**src/rtl/instruction_format_decoder_regs.svh**
```systemverilog
// Purpose: Constants for the instruction format decoder
// Assumes: 16-bit program words, 4 oscillator periods per instruction cycle
// Notes: Field positions, opcodes and flag positions are named here
// Function
// - Most instructions one word, four take two.
// - Second word top nibble ones, alone NOP.
// - Single word one cycle, two if branching.
// - Two-word instructions take two cycles; goto and call add a third flush cycle here.
// - Instruction cycle is four oscillator periods.
// - Destination bit picks working or file register.
// - Access bit picks access bank or bank select.
// - Three-bit field picks bit zero to seven.
// - Register field is address or pointer selector.
// - Register moves carry twelve-bit source, destination.
// - Literals are eight, twelve or twenty bits.
// - Table ops apply one of four pointer modes.
// - Read pointer 21 bits, latch eight bits.
// - Fast bit uses shadow registers for call/return.
// - Indirect offset fields are seven bits wide.
// - Add to file sums, routes, updates five flags.
// - Extended set, access clear, f<=95 uses indexing.
// - Indexed add uses pointer two plus offset.
`ifndef INSTRUCTION_FORMAT_DECODER_REGS_SVH
`define INSTRUCTION_FORMAT_DECODER_REGS_SVH

// ----------------------------------------
// Field positions
// ----------------------------------------
`define IFD_D_BIT 9
`define IFD_A_BIT 8
`define IFD_S_BIT 0
`define IFD_INDEX_LIMIT 8'h5F
`define IFD_NOP_WORD 16'h0000
`define IFD_SECOND_NIBBLE 4'hF

// ----------------------------------------
// Opcode patterns (upper bits)
// ----------------------------------------
`define IFD_OP_ADD_FILE 6'h09
`define IFD_OP_ADD_LIT 8'h0F
`define IFD_OP_MOVFF 4'hC
`define IFD_OP_GOTO 8'hEF
`define IFD_OP_CALL 7'h76
`define IFD_OP_LFSR 8'hEE
`define IFD_OP_BSF 4'h8
`define IFD_OP_SETF 7'h34
`define IFD_OP_TBL 12'h000
`define IFD_OP_RETURN 15'h0009
`define IFD_OP_BRA 5'h1A
`define IFD_OP_BTFSC 4'hB

// ----------------------------------------
// Flag positions in the status byte
// ----------------------------------------
`define IFD_FLAG_C 0
`define IFD_FLAG_HC 1
`define IFD_FLAG_Z 2
`define IFD_FLAG_OV 3
`define IFD_FLAG_N 4

`define IFD_QUARTERS 2'h3

`endif

```
**src/rtl/instruction_format_decoder_pkg.sv**
```systemverilog
// Purpose: Types for the instruction format decoder
// Assumes: Included constants header supplies numbers
// Notes: Quarter phase and pointer mode enums
package instruction_format_decoder_pkg;
	typedef enum logic [1:0] {
		Q1 = 2'h0,
		Q2 = 2'h1,
		Q3 = 2'h3,
		Q4 = 2'h2
	} quarter_t;
	typedef enum logic [1:0] {
		PTR_HOLD = 2'h0,
		PTR_POSTINC = 2'h1,
		PTR_POSTDEC = 2'h2,
		PTR_PREINC = 2'h3
	} ptr_mode_t;
endpackage : instruction_format_decoder_pkg

```
**src/rtl/add_flags_unit.sv**
```systemverilog
// Purpose: Eight-bit adder with status flags
// Assumes: Operands stable in the process quarter
// Notes: Purely combinational; caller registers results
`timescale 1ns/1ps
`include "instruction_format_decoder_regs.svh"
module add_flags_unit (
	input wire logic [7:0] opA,
	input wire logic [7:0] opB,
	output logic [7:0] sum,
	output logic [4:0] flags
);
	logic [8:0] wide;
	logic [4:0] low;

	always_comb begin
		wide = {1'b0, opA} + {1'b0, opB};
		low = {1'b0, opA[3:0]} + {1'b0, opB[3:0]};
		sum = wide[7:0];
		flags = 5'h00;
		flags[`IFD_FLAG_C] = wide[8];
		flags[`IFD_FLAG_HC] = low[4];
		flags[`IFD_FLAG_Z] = (wide[7:0] == 8'h00);
		flags[`IFD_FLAG_OV] = (opA[7] == opB[7]) && (wide[7] != opA[7]);
		flags[`IFD_FLAG_N] = wide[7];
	end
endmodule : add_flags_unit

```
**src/rtl/instruction_format_decoder.sv**
```systemverilog
// Purpose: Decode and sequence 16-bit core instruction words
// Assumes: Fetch presents the next word each cycle end
// Notes: File data is read combinationally from the register file port
`timescale 1ns/1ps
`include "instruction_format_decoder_regs.svh"
module instruction_format_decoder #(
	parameter int PTR_WIDTH = 21,
	parameter int ADDR_WIDTH = 12
) (
	input wire logic clock,
	input wire logic rst,
	input wire logic [15:0] fetchWord,
	input wire logic extendedEnable,
	input wire logic [7:0] fileReadData,
	input wire logic [7:0] tableReadData,
	input wire logic branchTaken,
	output logic fetchNext,
	output logic [ADDR_WIDTH-1:0] fileAddr,
	output logic fileWrite,
	output logic [7:0] fileWriteData,
	output logic [7:0] working_register,
	output logic [7:0] bank_select_register,
	output logic [ADDR_WIDTH-1:0] indirect_pointer_two,
	output logic [4:0] statusFlags,
	output logic [PTR_WIDTH-1:0] program_read_pointer,
	output logic [7:0] program_read_latch,
	output logic [ADDR_WIDTH-1:0] moveSource,
	output logic [ADDR_WIDTH-1:0] moveDest,
	output logic [19:0] literal20,
	output logic [1:0] pointerSelect,
	output logic [2:0] bitSelect,
	output logic [6:0] srcOffset,
	output logic [6:0] dstOffset,
	output logic fastMode,
	output logic shadowSave,
	output logic shadowRestore,
	output logic twoWordActive,
	output logic flushActive,
	output instruction_format_decoder_pkg::quarter_t phase
);
	logic cycleEnd;
	logic [15:0] instr;
	logic [15:0] next_instr;
	logic pendingSecond;
	logic next_pendingSecond;
	logic flush;
	logic next_flush;
	logic [15:0] firstWord;
	logic [15:0] next_firstWord;
	logic [7:0] next_working;
	logic [4:0] next_flags;
	logic [PTR_WIDTH-1:0] next_ptr;
	logic [7:0] next_latch;
	logic [ADDR_WIDTH-1:0] next_fileAddr;
	logic [7:0] sumOut;
	logic [4:0] sumFlags;
	logic [7:0] addOperand;
	logic isAddFile;
	logic isAddLit;
	logic isTable;
	logic isTwoWord;
	logic isSecond;
	logic isBitOp;
	logic isReturn;
	logic isCall;
	logic indexed;
	logic altersFlow;
	logic [1:0] tblMode;
	logic [ADDR_WIDTH-1:0] next_moveSource;
	logic [ADDR_WIDTH-1:0] next_moveDest;
	logic [19:0] next_literal;

	// ----------------------------------------
	// Sequencing and arithmetic helpers
	// ----------------------------------------
	quarter_sequencer u_seq (
		.clock(clock),
		.rst(rst),
		.phase(phase),
		.cycleEnd(cycleEnd)
	);

	add_flags_unit u_add (
		.opA(working_register),
		.opB(addOperand),
		.sum(sumOut),
		.flags(sumFlags)
	);

	// ----------------------------------------
	// Instruction classification
	// ----------------------------------------
	// four two-word formats
	always_comb begin
		isAddFile = (instr[15:10] == `IFD_OP_ADD_FILE);
		isAddLit = (instr[15:8] == `IFD_OP_ADD_LIT);
		isTable = (instr[15:4] == `IFD_OP_TBL) && instr[3];
		isTwoWord = (instr[15:12] == `IFD_OP_MOVFF)
			|| (instr[15:8] == `IFD_OP_GOTO)
			|| (instr[15:9] == `IFD_OP_CALL)
			|| (instr[15:8] == `IFD_OP_LFSR);
		isCall = (instr[15:9] == `IFD_OP_CALL);
		isReturn = (instr[15:1] == `IFD_OP_RETURN);
		isBitOp = (instr[15:12] == `IFD_OP_BSF);
		isSecond = (instr[15:12] == `IFD_SECOND_NIBBLE);
		altersFlow = (instr[15:11] == `IFD_OP_BRA) || isReturn
			|| ((instr[15:12] == `IFD_OP_BTFSC) && branchTaken);
		indexed = extendedEnable && !instr[`IFD_A_BIT]
			&& (instr[7:0] <= `IFD_INDEX_LIMIT)
			&& !isAddLit && !isTwoWord && !isSecond;
		tblMode = instr[1:0];
	end

	// ----------------------------------------
	// Operand address formation
	// ----------------------------------------
	always_comb begin
		next_fileAddr = fileAddr;
		if (indexed) begin
			next_fileAddr = indirect_pointer_two
				+ {{(ADDR_WIDTH-8){1'b0}}, instr[7:0]};
		end else if (instr[`IFD_A_BIT]) begin
			next_fileAddr = {bank_select_register[ADDR_WIDTH-9:0],
				instr[7:0]};
		end else begin
			next_fileAddr = {{(ADDR_WIDTH-8){instr[7]}}, instr[7:0]};
		end
	end

	assign addOperand = isAddLit ? instr[7:0] : fileReadData;

	// ----------------------------------------
	// Pipeline state: word, pending second, flush
	// ----------------------------------------
	always_comb begin
		next_instr = instr;
		next_pendingSecond = pendingSecond;
		next_flush = flush;
		next_firstWord = firstWord;
		next_moveSource = moveSource;
		next_moveDest = moveDest;
		next_literal = literal20;
		if (cycleEnd) begin
			next_flush = 1'b0;
			next_pendingSecond = 1'b0;
			if (pendingSecond) begin
				next_moveSource = firstWord[11:0];
				next_moveDest = instr[11:0];
				next_literal = {instr[11:0], firstWord[7:0]};
				next_flush = (firstWord[15:12] != `IFD_OP_MOVFF)
					&& (firstWord[15:8] != `IFD_OP_LFSR);
				// Moves and pointer loads keep the prefetched word
				next_instr = next_flush ? `IFD_NOP_WORD : fetchWord;
			end else if (flush) begin
				next_instr = fetchWord;
			end else if (isTwoWord) begin
				next_pendingSecond = 1'b1;
				next_firstWord = instr;
				next_instr = fetchWord;
			end else if (altersFlow) begin
				next_flush = 1'b1;
				next_instr = `IFD_NOP_WORD;
			end else begin
				next_instr = fetchWord;
				next_literal = isAddLit ? {12'h000, instr[7:0]}
					: {8'h00, instr[11:0]};
			end
		end
	end

	always_ff @(posedge clock or posedge rst) begin
		if (rst) begin
			instr <= `IFD_NOP_WORD;
			pendingSecond <= 1'b0;
			flush <= 1'b0;
			firstWord <= `IFD_NOP_WORD;
			moveSource <= '0;
			moveDest <= '0;
			literal20 <= 20'h00000;
		end else begin
			instr <= next_instr;
			pendingSecond <= next_pendingSecond;
			flush <= next_flush;
			firstWord <= next_firstWord;
			moveSource <= next_moveSource;
			moveDest <= next_moveDest;
			literal20 <= next_literal;
		end
	end

	// ----------------------------------------
	// Execute state per quarter
	// ----------------------------------------
	always_comb begin
		next_working = working_register;
		next_flags = statusFlags;
		next_ptr = program_read_pointer;
		next_latch = program_read_latch;
		fileWrite = 1'b0;
		fileWriteData = sumOut;
		if (phase == instruction_format_decoder_pkg::Q4 && !pendingSecond
			&& !flush && !isSecond) begin
			if (isAddFile || isAddLit) begin
				next_flags = sumFlags;
				if (isAddFile && instr[`IFD_D_BIT]) begin
					fileWrite = 1'b1;
				end else begin
					next_working = sumOut;
				end
			end
			if (isTable) begin
				unique case (tblMode)
					2'h0: next_latch = tableReadData;
					2'h1: begin
						next_latch = tableReadData;
						next_ptr = program_read_pointer + 1'b1;
					end
					2'h2: begin
						next_latch = tableReadData;
						next_ptr = program_read_pointer - 1'b1;
					end
					2'h3: next_ptr = program_read_pointer + 1'b1;
				endcase
			end
		end
	end

	always_ff @(posedge clock or posedge rst) begin
		if (rst) begin
			working_register <= 8'h00;
			statusFlags <= 5'h00;
			program_read_pointer <= '0;
			program_read_latch <= 8'h00;
			fileAddr <= '0;
		end else begin
			working_register <= next_working;
			statusFlags <= next_flags;
			program_read_pointer <= next_ptr;
			program_read_latch <= next_latch;
			if (phase == instruction_format_decoder_pkg::Q1) begin
				fileAddr <= next_fileAddr;
			end
		end
	end

	// Bank select and pointer two are never loaded; they hold their reset value
	always_ff @(posedge clock or posedge rst) begin
		if (rst) begin
			bank_select_register <= 8'h00;
			indirect_pointer_two <= '0;
		end else begin
			bank_select_register <= bank_select_register;
			indirect_pointer_two <= indirect_pointer_two;
		end
	end

	// ----------------------------------------
	// Field outputs
	// ----------------------------------------
	// bit number field
	assign bitSelect = isBitOp ? instr[11:9] : 3'h0;
	assign pointerSelect = instr[5:4];
	assign srcOffset = firstWord[6:0];
	assign dstOffset = instr[6:0];
	assign fastMode = (isCall || isReturn) && instr[`IFD_S_BIT];
	assign shadowSave = fastMode && isCall && cycleEnd;
	assign shadowRestore = fastMode && isReturn && cycleEnd;
	assign fetchNext = cycleEnd;
	assign twoWordActive = pendingSecond;
	assign flushActive = flush;

	// ----------------------------------------
	// Checks
	// ----------------------------------------
	property p_flow_flush;
		@(posedge clock) disable iff (rst)
		cycleEnd && !pendingSecond && !flush && !isTwoWord && altersFlow
		|=> flush && instr == `IFD_NOP_WORD;
	endproperty
	a_flow_flush: assert property (p_flow_flush)
		else $error("branch did not flush prefetched word");

	property p_two_cycles;
		@(posedge clock) disable iff (rst)
		cycleEnd && !pendingSecond && !flush && isTwoWord
		|=> pendingSecond [*4] ##1 !pendingSecond;
	endproperty
	a_two_cycles: assert property (p_two_cycles)
		else $error("two-word instruction not two cycles");

	property p_dest_file;
		@(posedge clock) disable iff (rst)
		fileWrite |-> phase == instruction_format_decoder_pkg::Q4
			&& isAddFile && instr[`IFD_D_BIT]
			&& fileWriteData == sumOut;
	endproperty
	a_dest_file: assert property (p_dest_file)
		else $error("file write without destination bit");

	property p_dest_working;
		@(posedge clock) disable iff (rst)
		phase == instruction_format_decoder_pkg::Q4 && isAddFile
		&& !instr[`IFD_D_BIT] && !pendingSecond && !flush
		|=> working_register == $past(sumOut);
	endproperty
	a_dest_working: assert property (p_dest_working)
		else $error("working register not updated");

	property p_second_nop;
		@(posedge clock) disable iff (rst)
		isSecond && !pendingSecond |=> $stable(working_register);
	endproperty
	a_second_nop: assert property (p_second_nop)
		else $error("lone second word changed state");

	property p_postinc;
		@(posedge clock) disable iff (rst)
		phase == instruction_format_decoder_pkg::Q4 && isTable
		&& tblMode == 2'h1 && !pendingSecond && !flush
		|=> program_read_pointer == $past(program_read_pointer) + 1'b1;
	endproperty
	a_postinc: assert property (p_postinc)
		else $error("post-increment wrong");

	property p_bank;
		@(posedge clock) disable iff (rst)
		phase == instruction_format_decoder_pkg::Q1 && !indexed
		&& instr[`IFD_A_BIT]
		|=> fileAddr[7:0] == $past(instr[7:0]);
	endproperty
	a_bank: assert property (p_bank)
		else $error("banked address wrong");

	property p_indexed;
		@(posedge clock) disable iff (rst)
		phase == instruction_format_decoder_pkg::Q1 && indexed
		|=> fileAddr == $past(indirect_pointer_two)
			+ {{(ADDR_WIDTH-8){1'b0}}, $past(instr[7:0])};
	endproperty
	a_indexed: assert property (p_indexed)
		else $error("indexed address wrong");
endmodule : instruction_format_decoder

```
**src/rtl/quarter_sequencer.sv**
```systemverilog
// Purpose: Splits the oscillator into four-period instruction cycles
// Assumes: One oscillator period per clock edge
// Notes: Gray sequence keeps phase decode glitch free
`timescale 1ns/1ps
`include "instruction_format_decoder_regs.svh"
module quarter_sequencer (
	input wire logic clock,
	input wire logic rst,
	output instruction_format_decoder_pkg::quarter_t phase,
	output logic cycleEnd
);
	instruction_format_decoder_pkg::quarter_t next_phase;

	// ----------------------------------------
	// Phase stepping
	// ----------------------------------------
	// four periods per cycle
	always_comb begin
		unique case (phase)
			instruction_format_decoder_pkg::Q1:
				next_phase = instruction_format_decoder_pkg::Q2;
			instruction_format_decoder_pkg::Q2:
				next_phase = instruction_format_decoder_pkg::Q3;
			instruction_format_decoder_pkg::Q3:
				next_phase = instruction_format_decoder_pkg::Q4;
			instruction_format_decoder_pkg::Q4:
				next_phase = instruction_format_decoder_pkg::Q1;
		endcase
	end

	// Phase register
	always_ff @(posedge clock or posedge rst) begin
		if (rst) begin
			phase <= instruction_format_decoder_pkg::Q1;
		end else begin
			phase <= next_phase;
		end
	end

	assign cycleEnd = (phase == instruction_format_decoder_pkg::Q4);

	property p_cycle_four;
		@(posedge clock) disable iff (rst)
		cycleEnd |=> !cycleEnd [*3] ##1 cycleEnd;
	endproperty
	a_cycle_four: assert property (p_cycle_four)
		else $error("instruction cycle is not four periods");
endmodule : quarter_sequencer

```
**config.mk**
```make
export PLATFORM = sky130hd
export DESIGN_NAME = instruction_format_decoder
export DESIGN_NICKNAME = d
export VERILOG_FILES = /design/src/rtl/instruction_format_decoder_pkg.sv /design/src/rtl/add_flags_unit.sv /design/src/rtl/instruction_format_decoder.sv /design/src/rtl/quarter_sequencer.sv
export VERILOG_INCLUDE_DIRS = /design/src /design/src/rtl
export SDC_FILE = /design/constraint.sdc
export NUM_CORES = 1
export LEC_CHECK = 0
export BUFFER_PORTS_ARGS = -buffer_cell sky130_fd_sc_hd__buf_2
export CELL_PAD_IN_SITES_DETAIL_PLACEMENT = 0
export CELL_PAD_IN_SITES_GLOBAL_PLACEMENT = 2
export CORE_UTILIZATION = 30
export DETAILED_ROUTE_END_ITERATION = 8
export PLACE_DENSITY = 0.8
export SYNTH_ARGS = -nofsm -noshare
export SYNTH_HDL_FRONTEND = slang
export SYNTH_SLANG_ARGS = --single-unit
```
**constraint.sdc**
```tcl
create_clock -name clock -period 4.4 [get_ports clock]
set_input_delay 0.22 -clock clock [delete_from_list [all_inputs] [get_ports clock]]
set_output_delay 0.22 -clock clock [all_outputs]
set_load 0.03 [all_outputs]
```
==> flow_metrics.env, run 1 <==
export IMPL_outcome="complete, but fails checks"
export IMPL_violations="negative hold slack"
export IMPL_synth_most_common_cell="nand2_1"
export IMPL_grt_first_pass_wirelength_um=32400
export IMPL_netlist_top_cells_area="dfrtp_1 46%, mux2_2 8.9%, nand2_1 7.4%"
export IMPL_r2r_end="statusFlags[2]$_DFFE_PP0P_"
export IMPL_p_per_area_nw_per_um2=445
export IMPL_drive_above_1_share_pct=32.0
export IMPL_drt_initial_drc_count=295
export IMPL_grt_usage_pct=17.7
export IMPL_dpl_hpwl_um=14500
export IMPL_gp_congestion=0.821
export IMPL_clock_path_buffers=2
export IMPL_die_w_um=156
export IMPL_grt_pass1_vias=5499
export IMPL_fin_cells=1198
export IMPL_via_per_inst=4.76
export IMPL_start_util_pct=30.9
export IMPL_crit_chain="or3_1 > or4_4 > buf_4 > nand2_1 > nand2_1 > ha_1 > a21oi_2 > o21bai_1 > a2111oi_0 > or3_1 > xnor2_2 > buf_4"
export IMPL_start_kind="register"
export IMPL_setup_tns_ns=0
export IMPL_vdd_drop_max_mv=0.253
export IMPL_vias=5701
export IMPL_critical_path_peak_fanout=8
export IMPL_cts_tree="done"
export IMPL_synth_warnings=0
export IMPL_clk_insertion_delay_late_ns=0.42
export IMPL_hp_class="in2async"
export IMPL_core_sq_um=22900
export IMPL_grt_max_degree=95
export IMPL_drtPass1Iterations=4
export IMPL_worst_slew_pin_slew_ns=0.961
export IMPL_ant_nets=0
export IMPL_drc=0
export IMPL_cts_buffers=17
export IMPL_syn_area_sq_um=7070
export IMPL_row_count=55
export IMPL_synth_largest_area_cell="dfrtp_1"
export IMPL_post_place_cells=1159
export IMPL_critPathCaptureType="output port"
export IMPL_dieArea_sq_um=24200
export IMPL_rrSetupSlack_ns=0.65
export IMPL_cpPeakStageDelay_ns=0.58
export IMPL_synthSimpleGateAreaFrac_pct=16.8
export IMPL_slew_violations=0
export IMPL_final_core_util_pct=37.7
export IMPL_synth_cell_type_count=66
export IMPL_fin_nets=925
export IMPL_final_hold_viol_count=8
export IMPL_io_buffer_count=168
export IMPL_synth_top_family_by_area="simple AND/OR/NAND/NOR gates"
export IMPL_synth_compound_area_share_pct=12.9
export IMPL_crit_path_top_delay_cell="or4_4"
export IMPL_synthFlopType="dfrtp_1"
export IMPL_die_y_um=156
export IMPL_clock_root_buffer="clkbuf_16"
export IMPL_gr_total_overflow=0
export IMPL_netlist_instances=732
export IMPL_rr_worst_depth=10
export IMPL_synth_fa_ha_area_share_pct=3.86
export IMPL_syn_area_per_cell_sq_um=9.66
export IMPL_synthArstFlopShare_pct=100
export IMPL_crit_type="reg2out"
export IMPL_muxShareOfSynthArea_pct=9.06
export IMPL_crit_family="simple AND/OR/NAND/NOR gates"
export IMPL_yosysTopAreaCellShare_pct=46.3
export IMPL_routed_wl_um=20800
export IMPL_ys_top_cells_by_count="139 x nand2_1, 131 x dfrtp_1, 56 x mux2_2"
export IMPL_synth_edf_count=0
export IMPL_syn_to_final_growth_pct=22.2
export IMPL_required_ns=4.18
export IMPL_power_leakage_uw=0.00428
export IMPL_htree_levels=4
export IMPL_avgRoutedWirePerCell_um=17.3
export IMPL_synth_seq_cells=131
export IMPL_fin_skew_ns=0.0147
export IMPL_crit_buf_inv=2
export IMPL_antenna_found_initial=2
export IMPL_crit_reg2reg_launch="instr[12]$_DFFE_PP0P_"
export IMPL_cts_sinks=131
export IMPL_slew_limit_headroom_pct=35.8
export IMPL_fin_crit_sh_pct=94.9
export IMPL_clk_pin_slew_ns=0.07
export IMPL_setup_violations=0
export IMPL_io_pins=190
export IMPL_ys_seq_area_share_pct=46.3
export IMPL_cap_violations=0
export IMPL_whs_ns=-0.0189
export IMPL_max_freq_ghz=0.240
export IMPL_finalCriticalPeriod_ns=4.18
export IMPL_crit_arrival_ns=3.96
export IMPL_rsz0062_at_grt="no"
export IMPL_yosys_area_share_xor_xnor_pct=2.97
## routing by layer
metal	track usage [%]	wire (um)	vias up
met5	0	0	-
met4	5.23	285	0
met3	4.67	1130	17
met2	27.0	9470	133
met1	24.6	9880	2761
li1	-	-	2790
## what timing repair did
| action | CTS | global route |
|---|---|---|
| endpoints found under the setup margin | 2 | 2 |
| endpoints found under the hold margin | 5 | 0 |
| pin swaps | 0 | 0 |
| hold buffers | 5 | 0 |
| resized for setup | 1 | 4 |
| buffers inserted | 0 | 0 |
## through the flow
| stage | total power, uW | setup WS [ns] | hold slack, ns | area, sq um |
|---|---|---|---|---|
| 3_3_place_gp | 2500 | 0.427 | 0.438 | 8020 |
| 2_1_floorplan | 2250 | 0.409 | 0.353 | 7150 |
| 4_1_cts | 3890 | 0.0514 | 0.00131 | 8620 |
| 5_1_grt | 4040 | 0.00547 | 0.00991 | 8640 |
| 3_5_place_dp | 2510 | 0.384 | 0.441 | 8020 |
| 6_report | 3850 | 0.225 | -0.0189 | 8650 |
## layout by cell type, fill, tap and decap left out, drive strengths merged, types with 3 or more instances in the layout
| master | instances |
|---|---|
| or3 | 6 |
| nor4 | 11 |
| or4 | 9 |
| xor2 | 10 |
| clkbuf | 18 |
| nor2b | 3 |
| and3 | 7 |
| buf | 181 |
| dfrtp | 131 |
| o211ai | 3 |
| nand3 | 12 |
| a31oi | 3 |
| o21bai | 8 |
| nand4 | 3 |
| a211oi | 5 |
| dlygate4sd3 | 5 |
| ha | 17 |
| nand2 | 139 |
| o21ai | 38 |
| and2 | 3 |
| a21oi | 25 |
| clkinv | 4 |
| inv | 30 |
| a21o | 5 |
| nand2b | 9 |
| mux2 | 56 |
| a2111oi | 4 |
| a22o | 17 |
| xnor2 | 14 |
| o31ai | 5 |
| conb | 20 |
| o41ai | 3 |
| o22ai | 3 |
| nor3 | 17 |
| nor2 | 26 |
## worst max path at each step
| stage | from | end | slack, ns | cells after the start |
|---|---|---|---|---|
| global route | instr[12]$_DFFE_PP0P_ | fileWriteData[6] | 0.005 | 12 |
| floorplan | instr[13]$_DFFE_PP0P_ | statusFlags[2]$_DFFE_PP0P_ | 0.41 | 14 |
| detailed placement | instr[12]$_DFFE_PP0P_ | fileWriteData[7] | 0.38 | 12 |
| global placement | instr[12]$_DFFE_PP0P_ | fileWriteData[7] | 0.43 | 12 |
| CTS | instr[12]$_DFFE_PP0P_ | fileWriteData[7] | 0.05 | 12 |
| finish | instr[12]$_DFFE_PP0P_ | fileWriteData[7] | 0.22 | 12 |
## registers in the layout, indices dropped and copies added, names as in the netlist
register	cells
fileAddr	9
firstWord	16
flushActive	1
instr	16
literal20	20
moveDest	12
moveSource	12
program_read_latch	8
program_read_pointer	21
statusFlags	5
twoWordActive	1
u_seq.phase	2
working_register	8
## where the power goes
part | internal, uW | switching [uW] | total [uW]
Sequential | 1360 | 129 | 1490
Clock | 752 | 599 | 1350
Combinational | 324 | 681 | 1000
Total | 2440 | 1410 | 3850
## logic make-up after synthesis
family                     Yosys count
and+or+nand+nor                    254
AOI/OAI and AO/OA                  136
xor gates and xnor gates            24
buffers and inverters              108
DFF                                131
other                                1
muxes                               57
adders and majority gates           21
## area by class of cell
| type | instances | area, sq um |
|---|---|---|
| fillers | 2354 | 14300 |
| repair buffers | 186 | 991 |
| clock buffers | 18 | 439 |
| inverters | 22 | 87.6 |
| well taps | 313 | 392 |
| diodes | 2 | 5.00 |
| clock inverters | 14 | 114 |
| multi-input cells | 512 | 3340 |
| flip-flops and latches | 131 | 3280 |
No activity file was read; power rests on OpenSTA's default activity.
==> run 2: changes to the inputs <==
CORE_UTILIZATION = 25   (was 30)
PLACE_DENSITY = 0.69   (was 0.8)
==> run 2 against run 1 <==
Net effect: the run now ends clean; largest power group unchanged; first-iteration DRC count rose by 25%; critical path type unchanged; setup slack gained 0.027 ns; register-to-register slack hardly changed; sequential share of layout area down 0.58 points; clock skew fell by 0.0044 ns.
==> flow_metrics.env, run 2 (synthesized netlist as in run 1, its figures left out) <==
export IMPL_outcome="complete, no violations"
export IMPL_vias=5789
export IMPL_fin_cells=1267
export IMPL_dieArea_sq_um=29000
export IMPL_cts_sinks=131
export IMPL_worst_slew_pin_slew_ns=1.10
export IMPL_slew_violations=0
export IMPL_required_ns=4.18
export IMPL_largest_register_ff_count=21
export IMPL_start_util_pct=25.5
export IMPL_setup_violations=0
export IMPL_fin_nets=929
export IMPL_reg_top3="program_read_pointer x21, literal20 x20"
export IMPL_gr_total_overflow=0
export IMPL_io_buffer_count=168
export IMPL_row_count=61
export IMPL_max_freq_ghz=0.241
export IMPL_htree_levels=4
export IMPL_cts_tree="done"
export IMPL_antenna_found_initial=3
export IMPL_final_hold_viol_count=0
export IMPL_hp_class="in2reg"
export IMPL_setup_tns_ns=0
export IMPL_drc=0
export IMPL_postCtsSetupRepairBufs=0
export IMPL_grt_first_pass_wirelength_um=34700
export IMPL_layout_common_cells="167 x buf_2, 139 x nand2_1, 129 x dfrtp_1"
export IMPL_vdd_drop_max_mv=0.246
export IMPL_post_place_cells=1226
export IMPL_grt_max_degree=84
export IMPL_crit_arrival_ns=3.93
export IMPL_via_per_inst=4.57
export IMPL_drtPass1Iterations=4
export IMPL_regMostFlops="program_read_pointer"
export IMPL_power_leakage_uw=0.00430
export IMPL_final_common_cell="buf_2"
export IMPL_finalCriticalPeriod_ns=4.15
export IMPL_critical_path_peak_fanout=9
export IMPL_holdPathStages=2
export IMPL_grt_pass1_vias=5625
export IMPL_slew_limit_headroom_pct=26.6
export IMPL_start_kind="register"
export IMPL_clk_insertion_delay_late_ns=0.42
export IMPL_clock_root_buffer="clkbuf_16"
export IMPL_gp_congestion=0.802
export IMPL_fin_crit_sh_pct=94.3
export IMPL_syn_to_final_growth_pct=24.2
export IMPL_crit_type="reg2out"
export IMPL_whs_ns=0.0227
export IMPL_rr_worst_depth=10
export IMPL_avgRoutedWirePerCell_um=17.6
export IMPL_io_pins=190
export IMPL_drt_initial_drc_count=370
export IMPL_die_y_um=170
export IMPL_critPathCaptureType="output port"
export IMPL_final_core_util_pct=31.6
export IMPL_core_sq_um=27800
export IMPL_rsz0062_at_grt="no"
export IMPL_p_per_area_nw_per_um2=445
export IMPL_fin_skew_ns=0.0103
export IMPL_drive_above_1_share_pct=32.2
export IMPL_routed_wl_um=22300
export IMPL_die_w_um=170
export IMPL_ant_nets=0
export IMPL_cts_buffers=17
export IMPL_cap_violations=0
export IMPL_clock_path_buffers=2
export IMPL_clk_pin_slew_ns=0.07
export IMPL_dpl_hpwl_um=15500
export IMPL_grt_usage_pct=16.0
run 2: cell count changes in the layout (fill, tap and decap cells not counted), moves of 2 or more:
cell	previous run	this run
buf_4	14	16
clkinv_2	3	0
clkinv_4	0	2
clkinv_8	0	2
dfrtp_1	131	129
dfrtp_2	0	2
dlygate4sd3_1	5	7
inv_8	2	4
run 2: power breakdown:
group          internal, uW  switching [uW]  leakage, uW
clock network           759             661     0.000283
logic                   323             672      0.00237
registers              1360             137      0.00165
total                  2440            1470      0.00430
run 2: metrics by stage:
| stage | instance area, sq um | total power (uW) | worst slack [ns] |
|---|---|---|---|
| 6_report | 8790 | 3910 | 0.252 |
| 3_5_place_dp | 8110 | 2520 | 0.468 |
| 4_1_cts | 8770 | 3980 | 0.125 |
| 2_1_floorplan | 7150 | 2250 | 0.409 |
| 5_1_grt | 8780 | 4130 | 0.0102 |
| 3_3_place_gp | 8110 | 2510 | 0.473 |
run 2: worst paths after layout:
check                                     startpoint                         end  slack, ns
setup reg to reg               instr[12]$_DFFE_PP0P_  statusFlags[2]$_DFFE_PP0P_       0.64
min in group asynchronous                        rst     moveDest[4]$_DFFE_PP0P_       0.51
hold reg to reg            moveSource[3]$_DFFE_PP0P_   moveSource[3]$_DFFE_PP0P_       0.47
setup / recovery               instr[12]$_DFFE_PP0P_            fileWriteData[6]       0.25
max in group asynchronous                        rst        instr[0]$_DFFE_PP0P_       2.98
hold / removal                          fetchWord[2]        instr[2]$_DFFE_PP0P_       0.02
run 2: cell type report:
cell class / count / area, sq um
tap: 378 / 473
clock inverter: 15 / 155
antenna: 2 / 5.00
sequential: 131 / 3280
clock buffer: 17 / 425
fill: 2994 / 19000
multi-input combinational: 512 / 3330
inverter: 22 / 87.6
timing repair buffer: 190 / 1030
run 2: worst max-delay path, cell delays in order, from the launching register on:
cell      delay (ns)
dfrtp_1         0.48
or3_1           0.47
or4_4           0.57
nand2_1         0.09
o21ai_0         0.09
ha_1            0.22
fa_1            0.40
a21o_1          0.21
a21oi_2         0.20
o21bai_1        0.09
a21oi_1         0.23
xnor2_1         0.20
buf_2           0.25
run 2: timing repair:
action	CTS	global route
hold endpoints to repair	55	0
setup endpoints to repair	1	2
pin swaps	0	1
hold buffers	7	0
resized for setup	1	6
run 2: routing by layer:
layer | share of wire [%] | global-route usage [%] | routed length, um | up-vias
li1 | - | - | - | 2795
met1 | 49 | 22.4 | 10900 | 2846
met2 | 46 | 24.5 | 10200 | 138
met3 | 5.0 | 4.14 | 1120 | 8
met4 | 0.56 | 3.41 | 125 | 2
met5 | 0.058 | 0 | 13 | -
